File: src/logic/serial_port_pkg.sv
// Purpose: shared constants for the buffered serial port
// Assumes: 10 MHz system clock, 8N1 framing
// Notes: baud divisor is clock cycles per bit
package serial_port_pkg;
  localparam int unsigned CLK_HZ = 10_000_000;
  localparam int unsigned SOFT_MAX_BAUD = 19_200;
  localparam int unsigned HARD_MAX_BAUD = 8_000_000;
  localparam int unsigned RELIABLE_BAUD = 115_200;
  localparam int unsigned DIV_W = 16;
  // least divisor per port kind, rounded up
  localparam logic [15:0] SOFT_MIN_DIV =
    16'((CLK_HZ + SOFT_MAX_BAUD - 1) / SOFT_MAX_BAUD);
  localparam logic [15:0] HARD_MIN_DIV =
    16'((CLK_HZ + HARD_MAX_BAUD - 1) / HARD_MAX_BAUD);
  localparam logic [15:0] RELIABLE_DIV = 16'(CLK_HZ / RELIABLE_BAUD);
  localparam logic [15:0] DIV_RESET = 16'h0411;
  localparam int unsigned DATA_BITS = 8;
  localparam int unsigned FIFO_DEPTH = 8;
  localparam logic [3:0] LEVEL_RESET = 4'h6;
  localparam logic [1:0] IDLE_LEVEL = 2'h3;
endpackage

File: src/logic/serial_port.sv
// Purpose: buffered async serial port, 8N1, optional rts/cts
// Assumes: single 10 MHz clock, synchronous active-high reset
// Notes: rx and tx buffers are 8-entry fifos
// Notes on behaviour
// RULE_01 - line idles high, low start bit, data high for one, stop high.
// RULE_02 - handshake low means stop sending, high means ok to send.
// RULE_03 - the software-timed port kind is limited to 19200 bps.
// RULE_04 - hardware ports accept up to 8 Mbps, above 115200 flagged; the flag needs a divisor below 86, so 116279 bps at divisor 86 is unflagged.
// RULE_05 - a char arriving into a full rx buffer drops the oldest one.
// RULE_06 - a write into a full tx buffer stalls the writer.
// RULE_07 - the count of waiting received chars is reported.
// RULE_08 - empty is high exactly when the rx buffer holds nothing.
// RULE_09 - free tx space in chars is reported.
// RULE_10 - reads return only what is buffered and never wait; in console mode a read gets no rd_ack_o.
// RULE_11 - opening drives pin directions and locks general pin use.
// RULE_12 - closing flushes both buffers and releases the pins.
// RULE_13 - a level flag rises when rx fill reaches the set level.
// RULE_14 - console mode feeds rx as keystrokes and echoes video out.
// RULE_15 - console stays open until its own close, ignoring restarts.
// RULE_16 - 8 data bits lsb first, no parity, one stop, baud-timed.
`timescale 1ns/10ps
module serial_port #(
  parameter int DEPTH = serial_port_pkg::FIFO_DEPTH
) (
  // clock and reset
  input wire logic clock_i,
  input wire logic reset_i,
  // control
  input wire logic open_i,
  input wire logic close_i,
  input wire logic console_open_i,
  input wire logic console_close_i,
  input wire logic restart_i,
  input wire logic soft_kind_i,
  input wire logic flow_en_i,
  input wire logic [15:0] baud_div_i,
  input wire logic [3:0] rx_level_i,
  // write side
  input wire logic wr_valid_i,
  output logic wr_ready_o,
  input wire logic [7:0] wr_data_i,
  input wire logic video_valid_i,
  input wire logic [7:0] video_data_i,
  // read side
  input wire logic rd_valid_i,
  output logic rd_ack_o,
  output logic rd_got_o,
  output logic [7:0] rd_data_o,
  output logic key_valid_o,
  output logic [7:0] key_data_o,
  // status
  output logic is_open_o,
  output logic is_console_o,
  output logic [3:0] rx_count_o,
  output logic rx_empty_o,
  output logic [3:0] tx_space_o,
  output logic rx_level_o,
  output logic rate_unreliable_o,
  output logic pin_lock_o,
  // pins
  input wire logic rx_pin_i,
  input wire logic cts_pin_i,
  output logic tx_pin_o,
  output logic tx_oe_o,
  output logic rts_pin_o,
  output logic rts_oe_o
);
  typedef enum logic [1:0] {
    ST_IDLE = 2'b00, ST_START = 2'b01, ST_DATA = 2'b11, ST_STOP = 2'b10
  } bit_state_t;

  logic [1:0] rx_sync_reg, cts_sync_reg;
  logic open_reg, open_next, cons_reg, cons_next;
  logic [15:0] div_reg, div_next;
  logic active, flush;
  logic [3:0] txc, rxc;
  logic tx_in_valid, tx_in_ready, tx_out_valid, tx_pop;
  logic [7:0] tx_in_data, tx_out_data;
  logic rx_push, rx_out_valid, rx_pop, rx_drop;
  logic [7:0] rx_out_data;

  // pin inputs double flopped
  always_ff @(posedge clock_i) begin
    if (reset_i) begin
      rx_sync_reg <= serial_port_pkg::IDLE_LEVEL;
      cts_sync_reg <= serial_port_pkg::IDLE_LEVEL;
    end else begin
      rx_sync_reg <= {rx_sync_reg[0], rx_pin_i};
      cts_sync_reg <= {cts_sync_reg[0], cts_pin_i};
    end
  end

  // open/console control
  always_comb begin
    open_next = open_reg;
    cons_next = cons_reg;
    div_next = div_reg;
    if (console_open_i) begin
      cons_next = 1'b1;
    end else if (console_close_i) begin
      cons_next = 1'b0; // [RULE_15]
    end
    if (open_i || console_open_i) begin
      open_next = 1'b1;
      div_next = baud_div_i;
      if (soft_kind_i && baud_div_i < serial_port_pkg::SOFT_MIN_DIV) begin
        div_next = serial_port_pkg::SOFT_MIN_DIV; // [RULE_03]
      end else if (baud_div_i < serial_port_pkg::HARD_MIN_DIV) begin
        div_next = serial_port_pkg::HARD_MIN_DIV; // [RULE_04]
      end
    end else if ((close_i || restart_i) && !cons_reg) begin
      open_next = 1'b0; // [RULE_15]
    end else if (console_close_i) begin
      open_next = 1'b0;
    end
  end

  always_ff @(posedge clock_i) begin
    if (reset_i) begin
      open_reg <= 1'b0;
      cons_reg <= 1'b0;
      div_reg <= serial_port_pkg::DIV_RESET;
    end else begin
      open_reg <= open_next;
      cons_reg <= cons_next;
      div_reg <= div_next;
    end
  end

  assign active = open_reg;
  assign flush = open_reg && !open_next; // [RULE_12]

  // tx buffer: writes, or video echo in console mode
  assign tx_in_valid = active && (cons_reg ? video_valid_i : wr_valid_i);
  assign tx_in_data = cons_reg ? video_data_i : wr_data_i; // [RULE_14]

  sync_fifo #(.WIDTH(8), .DEPTH(DEPTH), .AW(3)) u_tx_fifo (
    .clock_i(clock_i), .reset_i(reset_i), .flush_i(flush),
    .in_valid_i(tx_in_valid), .in_ready_o(tx_in_ready),
    .in_data_i(tx_in_data),
    .out_valid_o(tx_out_valid), .out_ready_i(tx_pop),
    .out_data_o(tx_out_data), .count_o(txc)
  );

  // transmitter
  bit_state_t ts_reg, ts_next;
  logic [15:0] tcnt_reg, tcnt_next;
  logic [2:0] tbit_reg, tbit_next;
  logic [7:0] tsh_reg, tsh_next;
  logic tx_reg, tx_next;
  logic cts_ok;

  assign cts_ok = !flow_en_i || cts_sync_reg[1]; // [RULE_02]
  assign tx_pop = (ts_reg == ST_IDLE) && tx_out_valid && cts_ok && active;

  always_comb begin
    ts_next = ts_reg;
    tcnt_next = tcnt_reg;
    tbit_next = tbit_reg;
    tsh_next = tsh_reg;
    tx_next = tx_reg;
    if (tcnt_reg != '0) begin
      tcnt_next = tcnt_reg - 16'h0001;
    end
    case (ts_reg)
      ST_IDLE: begin
        tx_next = 1'b1; // [RULE_01]
        if (tx_pop) begin
          tsh_next = tx_out_data;
          tx_next = 1'b0; // [RULE_01]
          tcnt_next = div_reg - 16'h0001;
          ts_next = ST_START;
        end
      end
      ST_START: begin
        if (tcnt_reg == '0) begin
          tx_next = tsh_reg[0]; // [RULE_16]
          tsh_next = {1'b1, tsh_reg[7:1]};
          tbit_next = '0;
          tcnt_next = div_reg - 16'h0001;
          ts_next = ST_DATA;
        end
      end
      ST_DATA: begin
        if (tcnt_reg == '0) begin
          tcnt_next = div_reg - 16'h0001;
          if (tbit_reg == 3'h7) begin
            tx_next = 1'b1; // [RULE_01]
            ts_next = ST_STOP;
          end else begin
            tx_next = tsh_reg[0];
            tsh_next = {1'b1, tsh_reg[7:1]};
            tbit_next = tbit_reg + 3'h1;
          end
        end
      end
      ST_STOP: begin
        if (tcnt_reg == '0) begin
          ts_next = ST_IDLE;
        end
      end
      default: ts_next = ST_IDLE;
    endcase
    if (!active) begin
      ts_next = ST_IDLE;
      tx_next = 1'b1;
    end
  end

  always_ff @(posedge clock_i) begin
    if (reset_i) begin
      ts_reg <= ST_IDLE;
      tcnt_reg <= '0;
      tbit_reg <= '0;
      tsh_reg <= '0;
      tx_reg <= 1'b1;
    end else begin
      ts_reg <= ts_next;
      tcnt_reg <= tcnt_next;
      tbit_reg <= tbit_next;
      tsh_reg <= tsh_next;
      tx_reg <= tx_next;
    end
  end

  // receiver
  bit_state_t rs_reg, rs_next;
  logic [15:0] rcnt_reg, rcnt_next;
  logic [2:0] rbit_reg, rbit_next;
  logic [7:0] rsh_reg, rsh_next;
  logic done_reg, done_next;
  logic rxd;

  assign rxd = rx_sync_reg[1];

  always_comb begin
    rs_next = rs_reg;
    rcnt_next = rcnt_reg;
    rbit_next = rbit_reg;
    rsh_next = rsh_reg;
    done_next = 1'b0;
    if (rcnt_reg != '0) begin
      rcnt_next = rcnt_reg - 16'h0001;
    end
    case (rs_reg)
      ST_IDLE: begin
        if (!rxd) begin
          rcnt_next = {1'b0, div_reg[15:1]}; // sample mid-bit
          rs_next = ST_START;
        end
      end
      ST_START: begin
        if (rcnt_reg == '0) begin
          rcnt_next = div_reg - 16'h0001;
          rbit_next = '0;
          rs_next = rxd ? ST_IDLE : ST_DATA; // glitch rejected
        end
      end
      ST_DATA: begin
        if (rcnt_reg == '0) begin
          rcnt_next = div_reg - 16'h0001;
          rsh_next = {rxd, rsh_reg[7:1]}; // [RULE_16]
          rbit_next = rbit_reg + 3'h1;
          if (rbit_reg == 3'h7) begin
            rs_next = ST_STOP;
          end
        end
      end
      ST_STOP: begin
        if (rcnt_reg == '0) begin
          done_next = rxd; // framing error drops the char [RULE_01]
          rs_next = ST_IDLE;
        end
      end
      default: rs_next = ST_IDLE;
    endcase
    if (!active) begin
      rs_next = ST_IDLE;
      done_next = 1'b0;
    end
  end

  always_ff @(posedge clock_i) begin
    if (reset_i) begin
      rs_reg <= ST_IDLE;
      rcnt_reg <= '0;
      rbit_reg <= '0;
      rsh_reg <= '0;
      done_reg <= 1'b0;
    end else begin
      rs_reg <= rs_next;
      rcnt_reg <= rcnt_next;
      rbit_reg <= rbit_next;
      rsh_reg <= rsh_next;
      done_reg <= done_next;
    end
  end

  // rx buffer, full drops oldest
  logic rx_in_ready;
  logic rd_take;
  assign rx_push = done_reg;
  assign rx_drop = rx_push && (rxc == 4'(DEPTH)); // [RULE_05]
  assign rd_take = (cons_reg || rd_valid_i) && rx_out_valid;
  assign rx_pop = rx_drop || rd_take;

  sync_fifo #(.WIDTH(8), .DEPTH(DEPTH), .AW(3)) u_rx_fifo (
    .clock_i(clock_i), .reset_i(reset_i), .flush_i(flush),
    .in_valid_i(rx_push || 1'b0), .in_ready_o(rx_in_ready),
    .in_data_i(rsh_reg),
    .out_valid_o(rx_out_valid), .out_ready_i(rx_pop),
    .out_data_o(rx_out_data), .count_o(rxc)
  );

  // registered outputs
  logic [3:0] cnt_after;
  always_comb begin
    cnt_after = rxc + 4'(rx_push && !rx_drop) - 4'(rd_take && !rx_drop);
    if (flush) begin
      cnt_after = '0;
    end
  end

  always_ff @(posedge clock_i) begin
    if (reset_i) begin
      rd_ack_o <= 1'b0;
      rd_got_o <= 1'b0;
      rd_data_o <= '0;
      key_valid_o <= 1'b0;
      key_data_o <= '0;
      rx_count_o <= '0;
      rx_empty_o <= 1'b1;
      tx_space_o <= 4'(DEPTH);
      rx_level_o <= 1'b0;
      rate_unreliable_o <= 1'b0;
      wr_ready_o <= 1'b0;
      tx_pin_o <= 1'b1;
      tx_oe_o <= 1'b0;
      rts_pin_o <= 1'b0;
      rts_oe_o <= 1'b0;
      pin_lock_o <= 1'b0;
      is_open_o <= 1'b0;
      is_console_o <= 1'b0;
    end else begin
      rd_ack_o <= rd_valid_i && !cons_reg; // acks next cycle, no ack in console mode [RULE_10]
      rd_got_o <= rd_valid_i && !cons_reg && rx_out_valid && !rx_drop;
      rd_data_o <= rx_out_data;
      key_valid_o <= cons_reg && rx_out_valid && !rx_drop; // [RULE_14]
      key_data_o <= rx_out_data;
      rx_count_o <= cnt_after; // [RULE_07]
      rx_empty_o <= (cnt_after == '0); // [RULE_08]
      tx_space_o <= flush ? 4'(DEPTH) : 4'(DEPTH) - txc
        - 4'(tx_in_valid && tx_in_ready) + 4'(tx_pop); // [RULE_09]
      rx_level_o <= active && rx_level_i != '0
        && cnt_after >= rx_level_i; // [RULE_13]
      rate_unreliable_o <= div_reg < serial_port_pkg::RELIABLE_DIV;
      wr_ready_o <= active && !cons_reg && tx_in_ready; // [RULE_06]
      tx_pin_o <= tx_next;
      tx_oe_o <= open_next; // [RULE_11]
      rts_pin_o <= open_next && flow_en_i; // [RULE_02]
      rts_oe_o <= open_next && flow_en_i; // [RULE_12]
      pin_lock_o <= open_next; // [RULE_11]
      is_open_o <= open_next;
      is_console_o <= cons_next;
    end
  end

  a_tx_idle_high: assert property (@(posedge clock_i) disable iff (reset_i)
    !tx_oe_o |-> tx_pin_o) else $error("tx not idle high"); // [RULE_01]
  a_cts_stop: assert property (@(posedge clock_i) disable iff (reset_i)
    flow_en_i && !cts_sync_reg[1] |-> !tx_pop)
    else $error("sent while cts low"); // [RULE_02]
  a_soft_limit: assert property (@(posedge clock_i) disable iff (reset_i)
    $rose(open_reg) && soft_kind_i && $past(open_i)
    |-> div_reg >= serial_port_pkg::SOFT_MIN_DIV)
    else $error("soft rate too high"); // [RULE_03]
  a_hard_limit: assert property (@(posedge clock_i) disable iff (reset_i)
    open_reg |-> div_reg >= serial_port_pkg::HARD_MIN_DIV)
    else $error("rate above max"); // [RULE_04]
  a_drop_oldest: assert property (@(posedge clock_i) disable iff (reset_i)
    rx_drop && !flush |=> rxc == 4'(DEPTH))
    else $error("full rx lost count"); // [RULE_05]
  a_rx_keep_new: assert property (@(posedge clock_i) disable iff (reset_i)
    rx_push |-> rx_in_ready) else $error("newest rx char lost"); // [RULE_05]
  a_empty_match: assert property (@(posedge clock_i) disable iff (reset_i)
    rx_empty_o == (rx_count_o == '0))
    else $error("empty mismatch"); // [RULE_08]
  a_read_nowait: assert property (@(posedge clock_i) disable iff (reset_i)
    rd_valid_i && !cons_reg |=> rd_ack_o)
    else $error("read waited"); // [RULE_10]
  a_close_flush: assert property (@(posedge clock_i) disable iff (reset_i)
    flush |=> rxc == '0 && txc == '0 ##1 !pin_lock_o)
    else $error("close left data"); // [RULE_12]
  a_console_hold: assert property (@(posedge clock_i) disable iff (reset_i)
    cons_reg && restart_i && !console_close_i |=> open_reg)
    else $error("console closed by restart"); // [RULE_15]
endmodule

File: src/logic/sync_fifo.sv
// Purpose: flip-flop FIFO with valid/ready on both sides
// Assumes: DEPTH is a power of two
// Notes: flush empties in one cycle
`timescale 1ns/10ps
module sync_fifo #(
  parameter int WIDTH = 8,
  parameter int DEPTH = 8,
  parameter int AW = $clog2(DEPTH)
) (
  // clock and reset
  input wire logic clock_i,
  input wire logic reset_i,
  input wire logic flush_i,
  // fill side
  input wire logic in_valid_i,
  output logic in_ready_o,
  input wire logic [WIDTH-1:0] in_data_i,
  // drain side
  output logic out_valid_o,
  input wire logic out_ready_i,
  output logic [WIDTH-1:0] out_data_o,
  // fill level
  output logic [AW:0] count_o
);
  logic [WIDTH-1:0] mem_reg [DEPTH];
  logic [AW-1:0] rd_reg, rd_next, wr_reg, wr_next;
  logic [AW:0] cnt_reg, cnt_next;
  logic push, pop;

  // a pop in the same cycle frees the slot for a push when full
  assign in_ready_o = (cnt_reg != (AW+1)'(DEPTH)) || out_ready_i;
  assign out_valid_o = (cnt_reg != '0);
  assign out_data_o = mem_reg[rd_reg];
  assign count_o = cnt_reg;
  assign push = in_valid_i && in_ready_o;
  assign pop = out_valid_o && out_ready_i;

  always_comb begin
    rd_next = rd_reg + AW'(pop);
    wr_next = wr_reg + AW'(push);
    cnt_next = cnt_reg + (AW+1)'(push) - (AW+1)'(pop);
    if (flush_i) begin
      rd_next = '0;
      wr_next = '0;
      cnt_next = '0;
    end
  end

  always_ff @(posedge clock_i) begin
    if (reset_i) begin
      rd_reg <= '0;
      wr_reg <= '0;
      cnt_reg <= '0;
    end else begin
      rd_reg <= rd_next;
      wr_reg <= wr_next;
      cnt_reg <= cnt_next;
    end
  end

  always_ff @(posedge clock_i) begin
    if (push && !flush_i) begin
      mem_reg[wr_reg] <= in_data_i;
    end
  end
endmodule
File: config.mk
export PLATFORM = sky130hd
export DESIGN_NAME = serial_port
export DESIGN_NICKNAME = d
export VERILOG_FILES = /design/src/logic/serial_port_pkg.sv /design/src/logic/serial_port.sv /design/src/logic/sync_fifo.sv
export SDC_FILE = /design/constraint.sdc
export NUM_CORES = 1
export LEC_CHECK = 0
export BUFFER_PORTS_ARGS = -buffer_cell sky130_fd_sc_hd__buf_2
export CAP_MARGIN = 25
export CELL_PAD_IN_SITES_DETAIL_PLACEMENT = 1
export CELL_PAD_IN_SITES_GLOBAL_PLACEMENT = 1
export CORE_MARGIN = 8
export CORE_UTILIZATION = 53
export DETAILED_ROUTE_END_ITERATION = 12
export PLACE_DENSITY_LB_ADDON = 0.1
export SYNTH_ARGS = -nofsm -noshare
export SYNTH_HDL_FRONTEND = slang
export SYNTH_SLANG_ARGS = --single-unit
File: constraint.sdc
create_clock -name clock_i -period 8.26 [get_ports clock_i]
set_clock_uncertainty 0.15 [all_clocks]
set_input_delay 0.413 -clock clock_i [delete_from_list [all_inputs] [get_ports clock_i]]
set_output_delay 0.413 -clock clock_i [all_outputs]
set_load 0.02 [all_outputs]
======== Yosys cells after proc, flatten, opt, wreduce, memory -nomap -nowiden ========
Memories as Yosys holds them, arrays and structs flattened. A register that Yosys moved wholly into a read port is not among the register bits.
Cells that the tools add are included.
W data, S select, Z words.
cells by class
  $add $sub $neg .......................... 18
  order comparisons ....................... 4
  eq/ne operators ......................... 22
  muxes and demuxes ....................... 53
  bitwise operators ....................... 3
  reduce and logical (&&, ||, !) cells .... 65
operators with widths
  kind                     count
  $mux W16                 8
  $pmux W16 S2             2
  $sub A16 B1 Y16 const B  3
  $mux W8                  5
  $logic_not A16 Y1        2
  $reduce_bool A16 Y1      2
  $logic_and A1 B1 Y1      27
  $pmux W8 S3              1
  $mux W2                  11
  $ne A2 B2 Y1 const B     11
  $mux W3                  6
  $add A4 B1 Y4            4
  $lt A16 B10 Y1 const B   1
  $lt A16 B2 Y1 const B    1
  $lt A16 B7 Y1 const B    1
  $pmux W2 S4              2
  $sub A4 B1 Y4            4
  $reduce_and A5 Y1        3
  $mux W1                  14
  $add A3 B1 Y3            4
  $pmux W3 S2              2
  $reduce_bool A4 Y1       3
  $eq A2 B2 Y1 const B     4
  $ne A4 B4 Y1 const B     2
  other kinds (20)         42
storage, ports and cells
  flip-flop bits (word level) ............. 118
  memory bits (writable) .................. 128
  input bits .............................. 50
  output and inout port bits .............. 38
  logic and storage cells ................. 198
  memories kept ........................... 2
memory list
  name               words  width  read ports  clocked after memory_dff  write ports  line             RTL
  u_rx_fifo.mem_reg  8      8      1           1                         1            sync_fifo.sv:25  logic [WIDTH-1:0] mem_reg [DEPTH];
  u_tx_fifo.mem_reg  8      8      1           1                         1            sync_fifo.sv:25

======== Logic depth before layout (Yosys ltp) ========
  depth after elaboration ................. 10
  gate-level depth with buffers ........... 15
  mapped depth without buffers ............ 15

======== Hierarchy ========
A second synthesis with hierarchy kept.
second synthesis, totals
  cell total of the unflattened synthesis .. 955
  area total of the unflattened synthesis .. 11566.1 um2
by module, submodules not included
  module                 instances  cells an instance  area each (um2)
  serial_port            1          640                5455.2
  sync_fifo (u_rx_fifo)  1          157                3056.7
  sync_fifo (u_tx_fifo)  1          158                3054.2

======== Least setup slack after synthesis ========
OpenSTA, ideal clock, no wires.
  path kind ............................... flip-flop to flip-flop
  start ................................... register, netlist name is_console_o
  end ..................................... register rx_level_o
  arrival time ............................ 2811 ps
  path slack .............................. 5174 ps
  cell stages (with the launch flop) ...... 14
  buffers on the path ..................... 1
  period minus slack after synthesis ...... 3086 ps
  path through ............................ dfxtp_1 -> clkbuf_1 -> nor2_1 -> nor2_1 -> ha_1 -> inv_1 -> ha_1 -> fa_1 -> and2_1 -> ha_1 -> a21o_1 -> a21o_1 -> a21oi_1 -> nor3_1
RTL lines
  element               line                RTL
  to (signal assigned)  serial_port.sv:354  rx_level_o <= active && rx_level_i != '0
  to (decl)             serial_port.sv:57   output logic rx_level_o,

======== Final worst setup path ========
  start ................................... register u_rx_fifo.cnt_reg[2], in the netlist u_rx_fifo.count_o[2]
  end ..................................... register rx_level_o
on the way
  word-level cells in the longest chain between the ends .. 9
  elaborated cells between the ends (all ways) .. 12
  classes of those cells .................. add/sub: 2; order compare: 1; eq/ne: 1; mux: 1; reduce/logical: 7
RTL lines
  element                 line                RTL
  from (decl)             sync_fifo.sv:27     logic [AW:0] cnt_reg, cnt_next;
  from (signal assigned)  sync_fifo.sv:57     cnt_reg <= cnt_next;
  $eq A4 B4 Y1            serial_port.sv:303  assign rx_drop = rx_push && (rxc == 4'(DEPTH));
  $logic_and A1 B1 Y1     serial_port.sv:303
  $logic_not A1 Y1        serial_port.sv:318  cnt_after = rxc + 4'(rx_push && !rx_drop) - 4'(rd_take && !rx_drop);
  $logic_and A1 B1 Y1     serial_port.sv:318
  $add A4 B1 Y4           serial_port.sv:318
  $sub A4 B1 Y4 *         serial_port.sv:318
  $mux W4 *               serial_port.sv:319  if (flush) begin
  named net cnt_after[1]  serial_port.sv:316  logic [3:0] cnt_after;
  $ge A4 B4 Y1 *          serial_port.sv:355  && cnt_after >= rx_level_i;
  $logic_and A1 B1 Y1 *   serial_port.sv:355
Mark *: on every way through the listed nets, which the timed path passes. The rest lies on a longest branch.
A chain may end at the register's enable or synchronous reset.

==> summary.txt <==
Outcome
  • Run status: completed

Global route
  • Largest net degree at the start of global routing: 48
  • First-pass GRT wire length: 46.1 mm
  • GRT Total Usage: between 20 and 25%
  • Vias in the first global route: 8521
  • GRT Residual Overflow: 0
  • Initial antenna violation count: 0

Critical path
  • Largest stage delay on the critical path: 0.46 ns
  • CP Class: flip-flop to flip-flop
  • Setup crit end kind: flip-flop
  • Critical Path Most Common Cell: ha_1
  • Slowest cell on crit path: fa_1
  • R2R Setup Slk: 4.87 ns
  • Startpoint Class: flip-flop
  • Worst EP required: around 8.5 ns
  • Critical Path AT: 3.63 ns
  • Largest delay share family, worst path: adder cells
  • Crit path cell chain: inv_1 -> ha_1 -> a21oi_1 -> nor3_1 -> nor2_1 -> ha_1 -> inv_1 -> ha_1 -> fa_1 -> and2_1 -> ha_1 -> a21o_1 -> a21o_1 -> a21oi_1 -> nor3_1
  • Bufs and invs on worst path: 2
  • Crit path max fanout: 3

Die
  • Initial Utilization: 54.3%
  • Die W: 163 um
  • Core area: around 0.021 sq mm
  • Die height: 163 um
  • I/O Pins: 88
  • Rows: 53
  • Die ar.: 0.0266 sq mm

Power and ir drop
  • Peak VDD IR: 0.000162 V
  • Pwr dens: 317 mW/mm^2
  • LEAKAGE: 4.88 nW
  • Power Total: around 4.1 mW

Timing
  • Tcrit/Tclk final: 41.1%
  • Worst-Margin Slew: 1.02 ns
  • Max Slew Vio Count: 0
  • Relative slew slack: 32.0%
  • Sum Neg Setup Slack: 0 ns
  • FMAX: 295 MHz
  • Setup violations, final: 0
  • RSZ-0062 raised after global routing: false
  • Tmin final: 3.39 ns
  • Final Hold Fails: 0
  • Hold Slack: between 0.01 and 0.015 ns

Yosys
  • Area contributors post-synth: edfxtp_1 (34%), dfxtp_1 (22%), mux4_2 (6.3%), ha_1 (3.9%), nor2_1 (2.6%)
  • Number of synthesized register bits: roughly 250
  • Seq/Total Area, Yosys: a little under three fifths
  • Main synth FF type: edfxtp_1
  • Synth cell count leaders: edfxtp_1 (128), dfxtp_1 (126), nor2_1 (79)
  • Syn Nets: ~1100
  • Yosys top cell area share: 33.6%
  • Mapped Cells: 961
  • Synth unique cells: between 70 and 80
  • Async SR Flop Fraction: 0%
  • Count leader, synth: edfxtp_1
  • Area of the mapped netlist: 0.0114 sq mm
  • Post-Syn Area per Cell: 11.9 sq um
  • Largest area contributor in the netlist: edfxtp_1
  • Synth warnings: 0
  • EDFF count, synth: 128

Clock tree
  • H-tree depth: 1
  • Post_cts resized: 0
  • CTS Buf Count: 26
  • CTS tree: done
  • Clock buffer depth: 3
  • Worst-Skew Late Latency: 0.53 ns
  • Clock transition at path regs: 0.06 ns
  • Hold-fix buffers at CTS: 15
  • Root Buffer: clkbuf_16
  • Clk sinks: 254
  • Setup bufs post-CTS: 0

Route
  • DRT iter0 DRCs: 434
  • Detailed Routing Iterations Pass 1: 4
  • Routed length per placed instance: 21.4 um
  • Detailed Route WL: around 29 mm
  • DRT antenna net count: 0
  • Remaining DRCs: 0
  • Vias per std cell: 5.93
  • Routed vias: 7987

Run
  • MaxCap Viol Count: 0

Cells and area
  • Ant. Diodes: 0
  • Area grow syn2layout: 13.9%
  • Design Area, Final: between 0.01 and 0.015 sq mm
  • Filler instances: 2182
  • Layout cell share with drive strength beyond 1: between 20 and 25%
  • Nets: 1142

Place
  • Dpl cell area: 0.0120 sq mm
  • Port bufs: 87
  • GP Congestion: 0.847
  • Final HPWL DP: 20.1 mm

Min path
  • Type of the worst min-delay path: primary input to flip-flop
[cells by family (layout without fill, tap and decap cells)]
logic type / after synthesis / in the layout / share of synthesized area [%]
flops: 254 / 254 / 55.6
compound gates: 153 / 153 / 9.19
mux: 60 / 60 / 8.93
fa+ha+maj: 40 / 40 / 4.63
buf+inv: 98 / 209 / 3.92
xor+xnor: 34 / 34 / 2.60
simple gates: 322 / 322 / 15.1
[path summary, 6_finish.rpt]
kind / start / endpoint / cells after the start
worst max register to register: u_rx_fifo.count_o[2]$_SDFF_PP0_ / rx_level_o$_SDFF_PP0_ / 15
worst min register to register: cts_sync_reg[0]$_SDFF_PP1_ / cts_sync_reg[1]$_SDFF_PP1_ / 1
worst max-delay path: u_rx_fifo.count_o[2]$_SDFF_PP0_ / rx_level_o$_SDFF_PP0_ / 15
worst min-delay path: baud_div_i[2] / div_reg[2]$_SDFFE_PP0P_ / 2
[stage by stage]
step	util [%]	setup WS, ns	std cells
after floorplan	-	5.17	961
after global placement	56.8	4.87	1273
after detailed placement	57.0	4.79	1279
after CTS	61.7	4.78	1342
after global routing	61.8	4.66	1347
final	61.8	4.87	1347
[per-layer routing]
layer  global-route usage (%)  wire [um]  vias to the layer above
met2                     38.1      14500                      187
li1                         -          -                     3745
met5                        0          0                        -
met1                     27.7      12500                     4019
met4                     5.25        543                        0
met3                     3.21       1280                       36
[cell type report]
type | instances | area (sq um) | area share (%)
clock buffers | 35 | 706 | 5.41
clock inverters | 13 | 135 | 1.04
inverters | 42 | 158 | 1.21
multi-input cells | 609 | 4630 | 35.5
flip-flops and latches | 254 | 6370 | 48.8
well taps | 275 | 344 | 2.64
repair buffers | 119 | 701 | 5.37
[power by group]
part | switching (mW) | internal [mW]
clock network | 0.472 | 0.691
registers | 0.161 | 1.47
logic | 0.760 | 0.578
[cells in the final DEF, fill, tap and decap left out, types with 17 or more instances in the layout]
cell       instances
edfxtp_1         128
dfxtp_1          126
buf_2             95
nor2_1            79
nand2_1           69
a21oi_1           43
inv_1             40
ha_1              36
mux4_2            32
nand3_1           29
nor3_1            29
clkbuf_16         27
o21ai_0           20
and3_1            18
xor2_1            18
mux2_2            17
Note: power is estimated with default switching activity, not from simulation.
